**config.mk**
```make
export PLATFORM = sky130hd
export DESIGN_NAME = css_export
export DESIGN_NICKNAME = d
export VERILOG_FILES = /design/src/shared/css_pkg.sv /design/src/logic/css_word_reg.sv /design/src/logic/css_export.sv
export SDC_FILE = /design/constraint.sdc
export NUM_CORES = 1
export LEC_CHECK = 0
export BUFFER_PORTS_ARGS = -buffer_cell sky130_fd_sc_hd__buf_4
export CAP_MARGIN = 20
export CORE_ASPECT_RATIO = 0.75
export CORE_MARGIN = 2
export CORE_UTILIZATION = 49
export CTS_CLUSTER_DIAMETER = 100
export CTS_CLUSTER_SIZE = 10
export DETAILED_ROUTE_END_ITERATION = 10
export PLACE_DENSITY = 0.81
export SYNTH_ARGS = -nofsm -noshare
export SYNTH_HDL_FRONTEND = slang
export SYNTH_HIERARCHICAL = 1
export SYNTH_SLANG_ARGS = --single-unit
```
**constraint.sdc**
```tcl
create_clock -name clk -period 2.1 [get_ports clk]
set_input_delay 0.525 -clock clk [delete_from_list [all_inputs] [get_ports clk]]
set_output_delay 0.525 -clock clk [all_outputs]
set_load 0.005 [all_outputs]
```
**src/shared/css_pkg.sv**
```systemverilog
// Package for the configuration-space export block.
// Assumes a 32-bit APB register bus and one clock domain.
package css_pkg;

  // ==========================================================
  // Bus geometry.
  localparam int CSS_DATA_W = 32;
  localparam int CSS_ADDR_W = 8;

  // ==========================================================
  // Register byte offsets.
  localparam logic [7:0] CSS_OFF_TCVC = 8'h00;
  localparam logic [7:0] CSS_OFF_BUSDEV = 8'h04;
  localparam logic [7:0] CSS_OFF_PRIM = 8'h08;
  localparam logic [7:0] CSS_OFF_DEV = 8'h0C;
  localparam logic [7:0] CSS_OFF_LINK = 8'h10;
  localparam logic [7:0] CSS_OFF_UPDCNT = 8'h14;

  // ==========================================================
  // Field layout of the traffic-class map and identity value.
  localparam int CSS_TC_NUM = 8;
  localparam int CSS_TC_W = 3;
  localparam int CSS_MAP_W = CSS_TC_NUM * CSS_TC_W;
  localparam int CSS_DEVNUM_W = 5;
  localparam int CSS_BUSNUM_W = 8;
  localparam int CSS_ID_W = CSS_BUSNUM_W + CSS_DEVNUM_W;

  // Writable bits of the map: the class 0 field stays zero.
  localparam logic [23:0] CSS_MAP_WMASK = 24'hFFFFF8;
  localparam logic [12:0] CSS_ID_WMASK = 13'h1FFF;
  localparam logic [31:0] CSS_CSR_WMASK = 32'hFFFFFFFF;

  // ==========================================================
  // Reset values.
  localparam logic [23:0] CSS_MAP_RST = 24'h000000;
  localparam logic [12:0] CSS_ID_RST = 13'h0000;
  localparam logic [31:0] CSS_CSR_RST = 32'h00000000;
  localparam logic [31:0] CSS_ZERO = 32'h00000000;

  // ==========================================================
  // Exported configuration images, carried as one bundle.
  typedef struct packed {
    logic [23:0] tcvc_map;
    logic [12:0] bus_dev;
    logic [31:0] prim_csr;
    logic [31:0] dev_csr;
    logic [31:0] link_csr;
  } css_export_s;

endpackage

```
**src/logic/css_word_reg.sv**
```systemverilog
// One masked storage word with a write strobe.
// Assumes a single clock and an active-low asynchronous reset.
`timescale 1ns/1ps
`default_nettype none
module css_word_reg #(
  parameter int W = 32,
  parameter logic [W-1:0] WMASK = '1,
  parameter logic [W-1:0] RST = '0
) (
  // Clock and reset.
  input wire logic clk,
  input wire logic rst_n,
  // Write side.
  input wire logic wr_en,
  input wire logic [W-1:0] wdata,
  // Stored value.
  output logic [W-1:0] q
);

  // ==========================================================
  // Width check.
  if (W < 1 || W > 32) begin : g_bad_w
    $error("css_word_reg width out of range");
  end

  logic [W-1:0] q_ff;
  wire logic [W-1:0] nxt_q;

  // Masked bits take the new data, the rest keep their value.
  assign nxt_q = wr_en ? ((q_ff & ~WMASK) | (wdata & WMASK)) : q_ff;
  assign q = q_ff;

  // Storage flip-flops.
  always_ff @(posedge clk or negedge rst_n) begin
    if (!rst_n) begin
      q_ff <= RST;
    end else begin
      q_ff <= nxt_q;
    end
  end

endmodule
`default_nettype wire

```
**src/logic/css_export.sv**
```systemverilog
// Configuration-space export block: holds the configuration images and
// drives them to the application layer.
// Assumes an APB master on clk; application logic reads the export bundle.
`timescale 1ns/1ps
`default_nettype none
module css_export
  import css_pkg::*;
(
  // Clock and reset.
  input wire logic clk,
  input wire logic rst_n,
  // APB slave.
  input wire logic psel,
  input wire logic penable,
  input wire logic pwrite,
  input wire logic [CSS_ADDR_W-1:0] paddr,
  input wire logic [CSS_DATA_W-1:0] pwdata,
  output logic [CSS_DATA_W-1:0] prdata,
  output logic pready,
  output logic pslverr,
  // Export to the application layer.
  output css_export_s cfg_out
);

  // ==========================================================
  // Bus phase decode.
  logic pready_ff;
  logic pslverr_ff;
  logic [CSS_DATA_W-1:0] prdata_ff;
  logic [CSS_DATA_W-1:0] upd_cnt_ff;

  wire logic setup_ph;
  wire logic acc_done;
  wire logic wr_acc;
  wire logic sel_tcvc;
  wire logic sel_busdev;
  wire logic sel_prim;
  wire logic sel_dev;
  wire logic sel_link;
  wire logic sel_cnt;
  wire logic sel_any;
  wire logic sel_wr_reg;

  // A transfer is answered one cycle after its setup cycle.
  assign setup_ph = psel & ~penable;
  assign acc_done = psel & penable & pready_ff;
  assign wr_acc = acc_done & pwrite;

  // Address decode.
  assign sel_tcvc = (paddr == CSS_OFF_TCVC);
  assign sel_busdev = (paddr == CSS_OFF_BUSDEV);
  assign sel_prim = (paddr == CSS_OFF_PRIM);
  assign sel_dev = (paddr == CSS_OFF_DEV);
  assign sel_link = (paddr == CSS_OFF_LINK);
  assign sel_cnt = (paddr == CSS_OFF_UPDCNT);
  assign sel_wr_reg = sel_tcvc | sel_busdev | sel_prim | sel_dev | sel_link;
  assign sel_any = sel_wr_reg | sel_cnt;

  // ==========================================================
  // Configuration images.
  wire logic [CSS_MAP_W-1:0] map_q;
  wire logic [CSS_ID_W-1:0] id_q;
  wire logic [CSS_DATA_W-1:0] prim_q;
  wire logic [CSS_DATA_W-1:0] dev_q;
  wire logic [CSS_DATA_W-1:0] link_q;

  // Class map; the class 0 field is never writable.
  css_word_reg #(.W(CSS_MAP_W), .WMASK(CSS_MAP_WMASK),
    .RST(CSS_MAP_RST)) u_map (
    .clk(clk), .rst_n(rst_n), .wr_en(wr_acc & sel_tcvc),
    .wdata(pwdata[CSS_MAP_W-1:0]), .q(map_q));

  // Bus number over device number.
  css_word_reg #(.W(CSS_ID_W), .WMASK(CSS_ID_WMASK),
    .RST(CSS_ID_RST)) u_id (
    .clk(clk), .rst_n(rst_n), .wr_en(wr_acc & sel_busdev),
    .wdata(pwdata[CSS_ID_W-1:0]), .q(id_q));

  // Primary command and status image.
  css_word_reg #(.W(CSS_DATA_W), .WMASK(CSS_CSR_WMASK),
    .RST(CSS_CSR_RST)) u_prim (
    .clk(clk), .rst_n(rst_n), .wr_en(wr_acc & sel_prim),
    .wdata(pwdata), .q(prim_q));

  // Device control and status image.
  css_word_reg #(.W(CSS_DATA_W), .WMASK(CSS_CSR_WMASK),
    .RST(CSS_CSR_RST)) u_dev (
    .clk(clk), .rst_n(rst_n), .wr_en(wr_acc & sel_dev),
    .wdata(pwdata), .q(dev_q));

  // Link control and status image.
  css_word_reg #(.W(CSS_DATA_W), .WMASK(CSS_CSR_WMASK),
    .RST(CSS_CSR_RST)) u_link (
    .clk(clk), .rst_n(rst_n), .wr_en(wr_acc & sel_link),
    .wdata(pwdata), .q(link_q));

  // The export bundle is the storage itself, so it never lags it.
  // One assignment in field order keeps the bundle to a single driver.
  assign cfg_out = {map_q, id_q, prim_q, dev_q, link_q};

  // ==========================================================
  // Read data selection; unmapped addresses read as zero.
  wire logic [CSS_DATA_W-1:0] rd_word;
  wire logic [CSS_DATA_W-1:0] nxt_prdata;
  wire logic nxt_pready;
  wire logic nxt_pslverr;
  wire logic [CSS_DATA_W-1:0] nxt_upd_cnt;

  assign rd_word =
    sel_tcvc ? {{(CSS_DATA_W-CSS_MAP_W){1'b0}}, map_q} :
    sel_busdev ? {{(CSS_DATA_W-CSS_ID_W){1'b0}}, id_q} :
    sel_prim ? prim_q :
    sel_dev ? dev_q :
    sel_link ? link_q :
    sel_cnt ? upd_cnt_ff : CSS_ZERO;

  assign nxt_pready = setup_ph;
  assign nxt_prdata = setup_ph ? rd_word : prdata_ff;
  assign nxt_pslverr = setup_ph & ~sel_any;
  assign nxt_upd_cnt = (wr_acc & sel_wr_reg) ? upd_cnt_ff + 32'h00000001
                                             : upd_cnt_ff;

  // Bus answer flip-flops, loaded in the setup cycle.
  always_ff @(posedge clk or negedge rst_n) begin
    if (!rst_n) begin
      pready_ff <= 1'b0;
      pslverr_ff <= 1'b0;
      prdata_ff <= CSS_ZERO;
    end else begin
      pready_ff <= nxt_pready;
      pslverr_ff <= nxt_pslverr;
      prdata_ff <= nxt_prdata;
    end
  end

  // Count of accepted image writes, readable as block state.
  always_ff @(posedge clk or negedge rst_n) begin
    if (!rst_n) begin
      upd_cnt_ff <= CSS_ZERO;
    end else begin
      upd_cnt_ff <= nxt_upd_cnt;
    end
  end

  assign pready = pready_ff;
  assign pslverr = pslverr_ff;
  assign prdata = prdata_ff;
endmodule
`default_nettype wire

```
* Yosys cells after proc, flatten, opt, wreduce, memory -nomap -nowiden
Cells that the tools add are included.
** Storage, ports and cells
- Flip-flop bits (word level) :: 199
- Input bits :: 45
- Output and inout port bits :: 167
- Word-level logic and storage cells :: 41
** Operators by class
- $add $sub $neg :: 1
- Eq/ne operators :: 5
- Multiplexer cells :: 6
- Bitwise operators :: 19
- Reduce and logical (&&, ||, !) cells :: 1
** Operators by type and width (count)
- $mux W32 :: 6
- $add A32 B1 Y32 const B :: 1
- $or A3 B24 Y24 :: 1
- $eq A8 B4 Y1 const B :: 2
- $eq A8 B5 Y1 const B :: 2
- $and A1 B1 Y1 :: 11
- $eq A8 B3 Y1 const B :: 1
- $logic_not A8 Y1 :: 1
- $or A1 B1 Y1 :: 5
- $not A1 Y1 :: 2

* Logic depth before layout (Yosys ltp)
Gate-level depths: netlist (run 1).
- Depth in word-level cells :: 8
- Mapped depth :: 8

* Hierarchy
Netlist (run 1), hierarchy kept.
** Modules (own cells, without submodules)
- css_word_reg (u_dev ...) :: instances 3, cells each 68, area an instance 1345.0 um^2, seq. area each 800.8 um^2
- css_export :: instances 1, cells each 412, area an instance 4025.1 um^2, seq. area each 1651.6 um^2
- css_word_reg (u_map) :: instances 1, cells each 48, area an instance 885.8 um^2, seq. area each 525.5 um^2
- css_word_reg (u_id) :: instances 1, cells each 27, area an instance 520.5 um^2, seq. area each 325.3 um^2

* Least setup slack after synthesis (run 1)
OpenSTA, ideal clock, no wires.
- Path type :: input to register
- Start :: in paddr[7]
- End :: reg u_map.q_ff[10] (netlist: u_map/q[10])
- Setup time :: 0.125 ns
- Arrival time :: 2.193 ns
- Data required time :: 1.975 ns
- Slack :: -0.218 ns
- Stages :: 6
- Cells stage by stage :: or3_1 nor2_1 nand2_1 nor4_1 buf_6 mux2_4
** On the way
- Word-level cells in the longest chain between the ends :: 2
** RTL lines
- start, declared :: RTL line css_export.sv:16 : input wire logic [CSS_ADDR_W-1:0] paddr,
- $logic_not A8 Y1 :: RTL line css_export.sv:50 : assign sel_tcvc = (paddr == CSS_OFF_TCVC);
- $and A1 B1 Y1 :: RTL line css_export.sv:70 : .clk(clk), .rst_n(rst_n), .wr_en(wr_acc & sel_tcvc),
- end signal, assigned :: RTL line css_word_reg.sv:38 : q_ff <= nxt_q;
- end, declared :: RTL line css_word_reg.sv:26 : logic [W-1:0] q_ff;
No other way between the ends.
A chain may end at the register's enable or synchronous reset.

* Worst setup path after layout (run 1)
- Start :: in paddr[7]
- End :: reg u_map.q_ff[22] (netlist: u_map/q[22])
Same word-level chain as after synthesis.

==> summary.md, run 1 <==
| Metric | Value |
|---|---|
| Status | complete, no violations |
| 1st-iter DRT viols | between 600 and 700 |
| Critical path launch point type | primary input |
| Least-Margin Pin Slew | 0.948 ns |
| Post-DR wirelength/cell | 21.5 um |
| Vias in the first global route | 6920 |
| Slew Limit Fails | 0 |
| Avg Inst Size Synth | 13.7 um^2 |
| Grt ovf | 0 |
| CTS tree | built |
| Critical R2R Capture | u_map/q[22] |
| Cells on worst reg2reg path | 5 |
| Synth Instances | roughly 690 |
| Critical path type | in -> reg |
| Diode count | 0 |
| Final Util | between 60% and 70% |
| Arrival time worst endpoint | 2.29 ns |
| RSZ-0062 raised after global routing | false |
| Warnings from Yosys | 6 |
| Worst EP required | between 2 and 2.5 ns |
| H-tree Lvls | 4 |
| Post-synth top flop | dfrtp_1 |
| Post CTS Setup Buffer Count | 0 |
| Vias | 6777 |
| Layout Skew | 0.0122 ns |
| Die X | 164 um |
| Total Wirelength | 25.4 mm |
| GRT Overall Usage | 25.2% |
| Synthesis-to-finish area growth | 28.8% |
| FILL cells | 1388 |
| Worst-path clk slew | 0.07 ns |
| Final Hold Fails | 0 |
| Flops & latches, synth | 196 |
| Commonest cells after routing, fill and taps aside | 244 x buf_4, 196 x dfrtp_1, 120 x mux2_4 |
| R2R Setup Slk | 0.22 ns |
| Fraction of layout cells with a size suffix above 1 | 51.1% |
| Post-synth EDFFs | 0 |
| Final worst-path cycle share | 93.9% |
| Max Fclk | 0.507 GHz |
| Worst VDD drop | about 430 uV |
| Mapped Area | between 9000 and 10000 um^2 |
| Gp weighted congestion | 0.831 |
| Commonest non-fill, non-tap cell in the layout | buf_4 |
| Initial antenna violation count | 0 |
| Netlist cell types | 49 |
| Crit path max fanout | 11 |
| CTS buffer count | 17 |
| Clock sink count | ~200 |
| Clock latency on the worst-skew pair | approximately 0.43 ns |
| DR DRC count | 0 |
| Fraction of registers with async set/reset | 100% |
| Buffers on Ports | 208 |
| Die Area | just over 20000 um^2 |
| Row cnt | 43 |
| CTS Hold Buffers Added | 0 |
| Die height | 124 um |
| Post-DR vias/cell | 5.73 |
| Final min period | 1.97 ns |
| Root buf cell | clkbuf_16 |
| Setup TNS | 0 ns |
| Drt first pass iters | 5 |
| Dpl hpwl | 18.4 mm |
| Largest net degree at the start of global routing | between 50 and 60 |
| Hold WC Path Type | in -> async |
| Core area | 18700 um^2 |
| Crit end category | flip-flop |
| Max-Cap Viols | 0 |
| Starting Density | between 50% and 60% |
| Fin nets | 968 |
| Global-route wire length before repair | approximately 40 mm |
| Sequential share of the synthesized area | roughly 52% |
| CTS Buffer Depth | 2 |
| Worst slew margin | between 30% and 40% |
| I/O Pins | 212 |
| Crit Reg-Reg Startpoint | pready |
| Routed Antenna Nets | 0 |
| Leak | 6.07 nW |
| Pwr/cell area | roughly 620 nW/um^2 |
| Post-CTS Resized | 0 |
| Endpoints failing setup | 0 |
==> report_power, final <==
part / switching [W] / total [W] / internal [W]
sequential: 0.0000151 / 0.00380 / 0.00379
combinational: 0.000274 / 0.000451 / 0.000177
clock: 0.00151 / 0.00334 / 0.00183
total: 0.00180 / 0.00760 / 0.00579
==> cells in the mapped netlist (2+ instances only) <==
cell type / instances / area (um^2)
a21oi_1: 13 / 65.1
a221o_1: 9 / 90.1
a221oi_1: 9 / 78.8
a22oi_1: 35 / 263
and3_1: 3 / 18.8
and4_1: 4 / 35.0
buf_1: 2 / 7.51
buf_12: 9 / 180
buf_2: 11 / 55.1
buf_4: 4 / 30.0
buf_6: 6 / 67.6
clkbuf_1: 17 / 63.8
dfrtp_1: 196 / 4900
inv_1: 3 / 11.3
mux2_2: 39 / 439
mux2_4: 120 / 1800
mux2i_1: 6 / 60.1
nand2_1: 47 / 176
nand2b_1: 3 / 18.8
nand3_1: 11 / 55.1
nand4_1: 7 / 43.8
nand4_4: 2 / 42.5
nor2_1: 18 / 67.6
nor2b_1: 2 / 12.5
nor3_1: 4 / 20.0
nor3_2: 6 / 60.1
nor4_1: 3 / 18.8
nor4_4: 2 / 42.5
o211ai_1: 13 / 97.6
o21ai_0: 18 / 90.1
o22ai_1: 14 / 87.6
o31ai_1: 8 / 60.1
or3_1: 2 / 12.5
xnor2_1: 23 / 201
xor2_1: 8 / 70.1
==> cell type report <==
class,instances,area [um^2],share of cell area [%]
inverters,4,15.0,0.123
repair buffers,259,2130,17.4
well taps,247,309,2.54
multi-input cells,444,4230,34.7
clock inverters,14,168,1.38
flip-flops and latches,196,4900,40.2
clock buffers,18,439,3.60
==> stage by stage <==
step	total power (W)	setup slack (ns)	instances	hold slack, ns	area [um^2]
after global routing	0.00784	0.0972	1182	0.0125	12200
after global placement	0.00431	-0.286	1150	0.462	11600
final	0.00760	0.127	1182	0.00503	12200
after detailed placement	0.00433	-0.289	1150	0.462	11600
after floorplan	0.00403	-0.0387	693	0.229	9530
after CTS	0.00764	0.163	1182	0.00480	12200
==> state kept, by name (all words and copies together) (netlist names) <==
| name | cells |
|---|---|
| prdata | 32 |
| u_prim/q | 32 |
| pready | 1 |
| u_dev/q | 32 |
| pslverr | 1 |
| u_link/q | 32 |
| u_map/q | 21 |
| upd_cnt_ff | 32 |
| u_id/q | 13 |
==> per-layer routing <==
| metal | up-vias | global-route usage, % | share of wire, % |
|---|---|---|---|
| li1 | 2999 | - | - |
| met1 | 3493 | 37.3 | 47 |
| met2 | 271 | 38.0 | 46 |
| met3 | 14 | 5.56 | 6.3 |
| met4 | 0 | 5.22 | 0.64 |
| met5 | - | 0 | 0 |
==> worst max-delay path: stages <==
cell,delay [ns]
buf_4,0.11
or3_4,0.39
nor2_2,0.15
nand2_2,0.17
nor4_4,0.24
buf_4,0.35
mux2_4,0.33
==> cell families (layout without fill, tap and decap cells) <==
logic type / after synthesis / in the layout / synth area share (%)
multiplexers: 165 / 165 / 24.3
XOR/XNOR: 31 / 31 / 2.87
AO/OA/AOI/OAI: 121 / 121 / 8.93
buffers and inverters: 53 / 295 / 4.43
flip-flops: 196 / 196 / 51.8
other: 1 / 3 / 0.0396
adder cells (fa/ha/maj): 1 / 1 / 0.132
AND/OR/NAND/NOR: 123 / 123 / 7.48
==> worst max path at each step <==
stage              from           end  cells after the start
2_1_floorplan  paddr[2]   u_prim/q[0]                      8
3_3_place_gp   paddr[7]    u_map/q[9]                      7
3_5_place_dp   paddr[7]  u_prim/q[29]                      8
4_1_cts        paddr[7]   u_map/q[22]                      7
5_1_grt        paddr[7]   u_map/q[23]                      7
6_report       paddr[7]   u_map/q[22]                      7
(Power assumes the default switching activity.)
==> inputs of run 2 (changes only) <==
--- a/config.mk
+++ b/config.mk
@@ -13,8 +13,7 @@
 export CTS_CLUSTER_DIAMETER = 100
 export CTS_CLUSTER_SIZE = 10
 export DETAILED_ROUTE_END_ITERATION = 10
-export PLACE_DENSITY = 0.81
+export PLACE_DENSITY = 0.82
 export SYNTH_ARGS = -nofsm -noshare
 export SYNTH_HDL_FRONTEND = slang
-export SYNTH_HIERARCHICAL = 1
 export SYNTH_SLANG_ARGS = --single-unit
==> summary.md, run 2 <==
| Metric | Value |
|---|---|
| Status | complete, no violations |
| Cells on worst reg2reg path | 6 |
| Fraction of registers with async set/reset | 100% |
| Worst EP required | between 2 and 2.5 ns |
| Post-synth top cells | 196 x dfrtp_1, 69 x mux2_2, 60 x mux2_4, 38 x mux2i_1, 30 x nor2_1 |
| Diode count | 0 |
| Hold WC Path Type | in -> async |
| Final min period | ~2.0 ns |
| Post-synth top flop | dfrtp_1 |
| DR DRC count | 0 |
| Dpl hpwl | roughly 18 mm |
| Final Util | 64.7% |
| Crit Reg-Reg Startpoint | pready |
| Clock sink count | ~200 |
| Root buf cell | clkbuf_16 |
| Critical path launch point type | flip-flop |
| Most instantiated library cell after synthesis | dfrtp_1 |
| Vias in the first global route | 7035 |
| Post-DR vias/cell | 5.85 |
| Largest net degree at the start of global routing | 51 |
| CTS Buffer Depth | 2 |
| Worst VDD drop | 474 uV |
| Row cnt | 43 |
| Avg Inst Size Synth | ~13 um^2 |
| Netlist cell types | 46 |
| Vias | 7009 |
| Post-synth EDFFs | 0 |
| CTS buffer count | 17 |
| Critical R2R Capture | u_dev.q[9] |
| Worst-path clk slew | 0.07 ns |
| R2R Setup Slk | 0.1 ns |
| Final total power | 0.00767 W |
| Flops & latches, synth | 196 |
| Synth Instances | around 710 |
| Fin nets | approximately 990 |
| Crit path max fanout | 19 |
| Max Fclk | 0.499 GHz |
| Arrival time worst endpoint | 2.31 ns |
| Endpoints failing setup | 0 |
| Die Area | 19800 um^2 |
| Max incr delay on CP | 0.36 ns |
| 1st-iter DRT viols | 474 |
| Hold_ws | roughly 0.049 ns |
| Post-route cell area | between 10000 and 15000 um^2 |
| Setup TNS | 0 ns |
| Critical path type | reg -> reg |
| Leak | 6.29 nW |
| Clock latency on the worst-skew pair | around 0.43 ns |
| CTS tree | built |
| Sequential share of the synthesized area | 53.6% |
| Drt first pass iters | 5 |
| Fraction of layout cells with a size suffix above 1 | a little under half |
| Core area | 18400 um^2 |
| Final worst-path cycle share | between 90% and 100% |
| Commonest cells after routing, fill and taps aside | 249 x buf_4, 196 x dfrtp_1, 69 x mux2_2 |
| Synth area leaders | dfrtp_1 54%, mux2_4 9.8%, mux2_2 8.5% |
| Gp weighted congestion | 0.822 |
| Buffers on Ports | 208 |
| Global-route wire length before repair | 40.9 mm |
| Synthesis-to-finish area growth | 30.0% |
| Final Hold Fails | 0 |
| Post-placement cell area | ~11000 um^2 |
| Layout Skew | 0.0109 ns |
| Die height | 122 um |
| Die X | roughly 160 um |
| I/O Pins | 212 |
| Warnings from Yosys | 0 |
| GRT Overall Usage | 27.2% |
| Crit end category | flip-flop |
| Yosys top cell by area | dfrtp_1 |
| Commonest non-fill, non-tap cell in the layout | buf_4 |
| Total Wirelength | 26.6 mm |
| Mapped Area | 9160 um^2 |
| Max-Cap Viols | 0 |
| Slew Limit Fails | 0 |
| Starting Density | 49.8% |
| Crit path cell chain | and4_1 -> nand3_2 -> buf_4 -> nor3_4 -> buf_12 -> mux2_2 |
| Slowest CP cell | mux2_2 |
| H-tree Lvls | 4 |
| Initial antenna violation count | 0 |
| RSZ-0062 raised after global routing | false |
| Pwr/cell area | 644 nW/um^2 |
| Routed Antenna Nets | 0 |
| Grt ovf | 0 |
| Top cell type's share of synthesized area | between 50% and 60% |
| Post-DR wirelength/cell | 22.2 um |
==> run 2: changes by cell type after synthesis, sizes merged, moves of 15 or more <==
cell / delta
o21ai: -15
xor2: +15
xnor2: -15
mux2: -28
nand2: -26
a22oi: -22
mux2i: +32
==> run 2: how the worst max path moves through the flow <==
stage               cells after the start          end  slack [ns]     start
floorplan                               6   u_id.q[10]        0.03  paddr[6]
global placement                        6  u_prim.q[5]       -0.30  paddr[6]
detailed placement                      7   u_dev.q[9]       -0.35  paddr[6]
CTS                                     6   u_dev.q[9]        0.09    pready
global route                            6   u_dev.q[9]        0.01    pready
finish                                  6   u_dev.q[9]         0.1    pready
==> run 2: what timing repair did <==
item                                    in CTS  in global routing
hold buffers                                 0                  0
buffers inserted                             0                  0
endpoints found under the setup margin       0                  1
gates resized for setup                      0                  1
==> run 2: metal layers <==
metal,track usage (%),routed length [um],vias up
li1,-,-,3072
met1,38.4,11700,3565
met2,42.4,12300,334
met3,5.54,2000,38
met4,9.07,536,0
met5,0,0,-
==> run 2: layout make-up <==
type	count	area (um^2)
Tap cell	247	309
Sequential cell	196	4900
Inverter	9	33.8
Multi-Input combinational cell	455	3960
Clock inverter	10	119
Fill cell	1421	6500
Clock buffer	21	470
Timing Repair Buffer	261	2100
==> run 2: cell families (layout without fill, tap and decap cells) <==
family / count (synthesis) / after routing / share of synthesized area (%)
flip-flops: 196 / 196 / 53.6
multiplexers: 169 / 169 / 22.7
AND/OR/NAND/NOR: 132 / 132 / 8.08
AO/OA/AOI/OAI: 119 / 119 / 8.99
buffers and inverters: 63 / 301 / 3.50
XOR/XNOR: 31 / 31 / 2.97
adder cells (fa/ha/maj): 1 / 1 / 0.137
other: 1 / 3 / 0.0410
==> run 2: power by group <==
part / leakage [nW] / switching, W / internal [W]
registers: 2.70 / 0.0000254 / 0.00380
clock network: 0.294 / 0.00146 / 0.00186
logic: 3.30 / 0.000311 / 0.000209
total: 6.29 / 0.00180 / 0.00587
==> run 2: critical path: cells and delay by family, from the launching register on <==
family                 cells  cell delay, ns
and+or+nand+nor            3            0.71
buffers and inverters      2            0.46
muxes                      1            0.36
DFF                        1            0.34
==> run 2: per-stage QoR <==
step / instances / setup WS [ns]
5_1_grt: 1199 / 0.0127
4_1_cts: 1199 / 0.0907
3_3_place_gp: 1168 / -0.299
6_report: 1199 / 0.0951
2_1_floorplan: 714 / 0.0327
3_5_place_dp: 1168 / -0.352
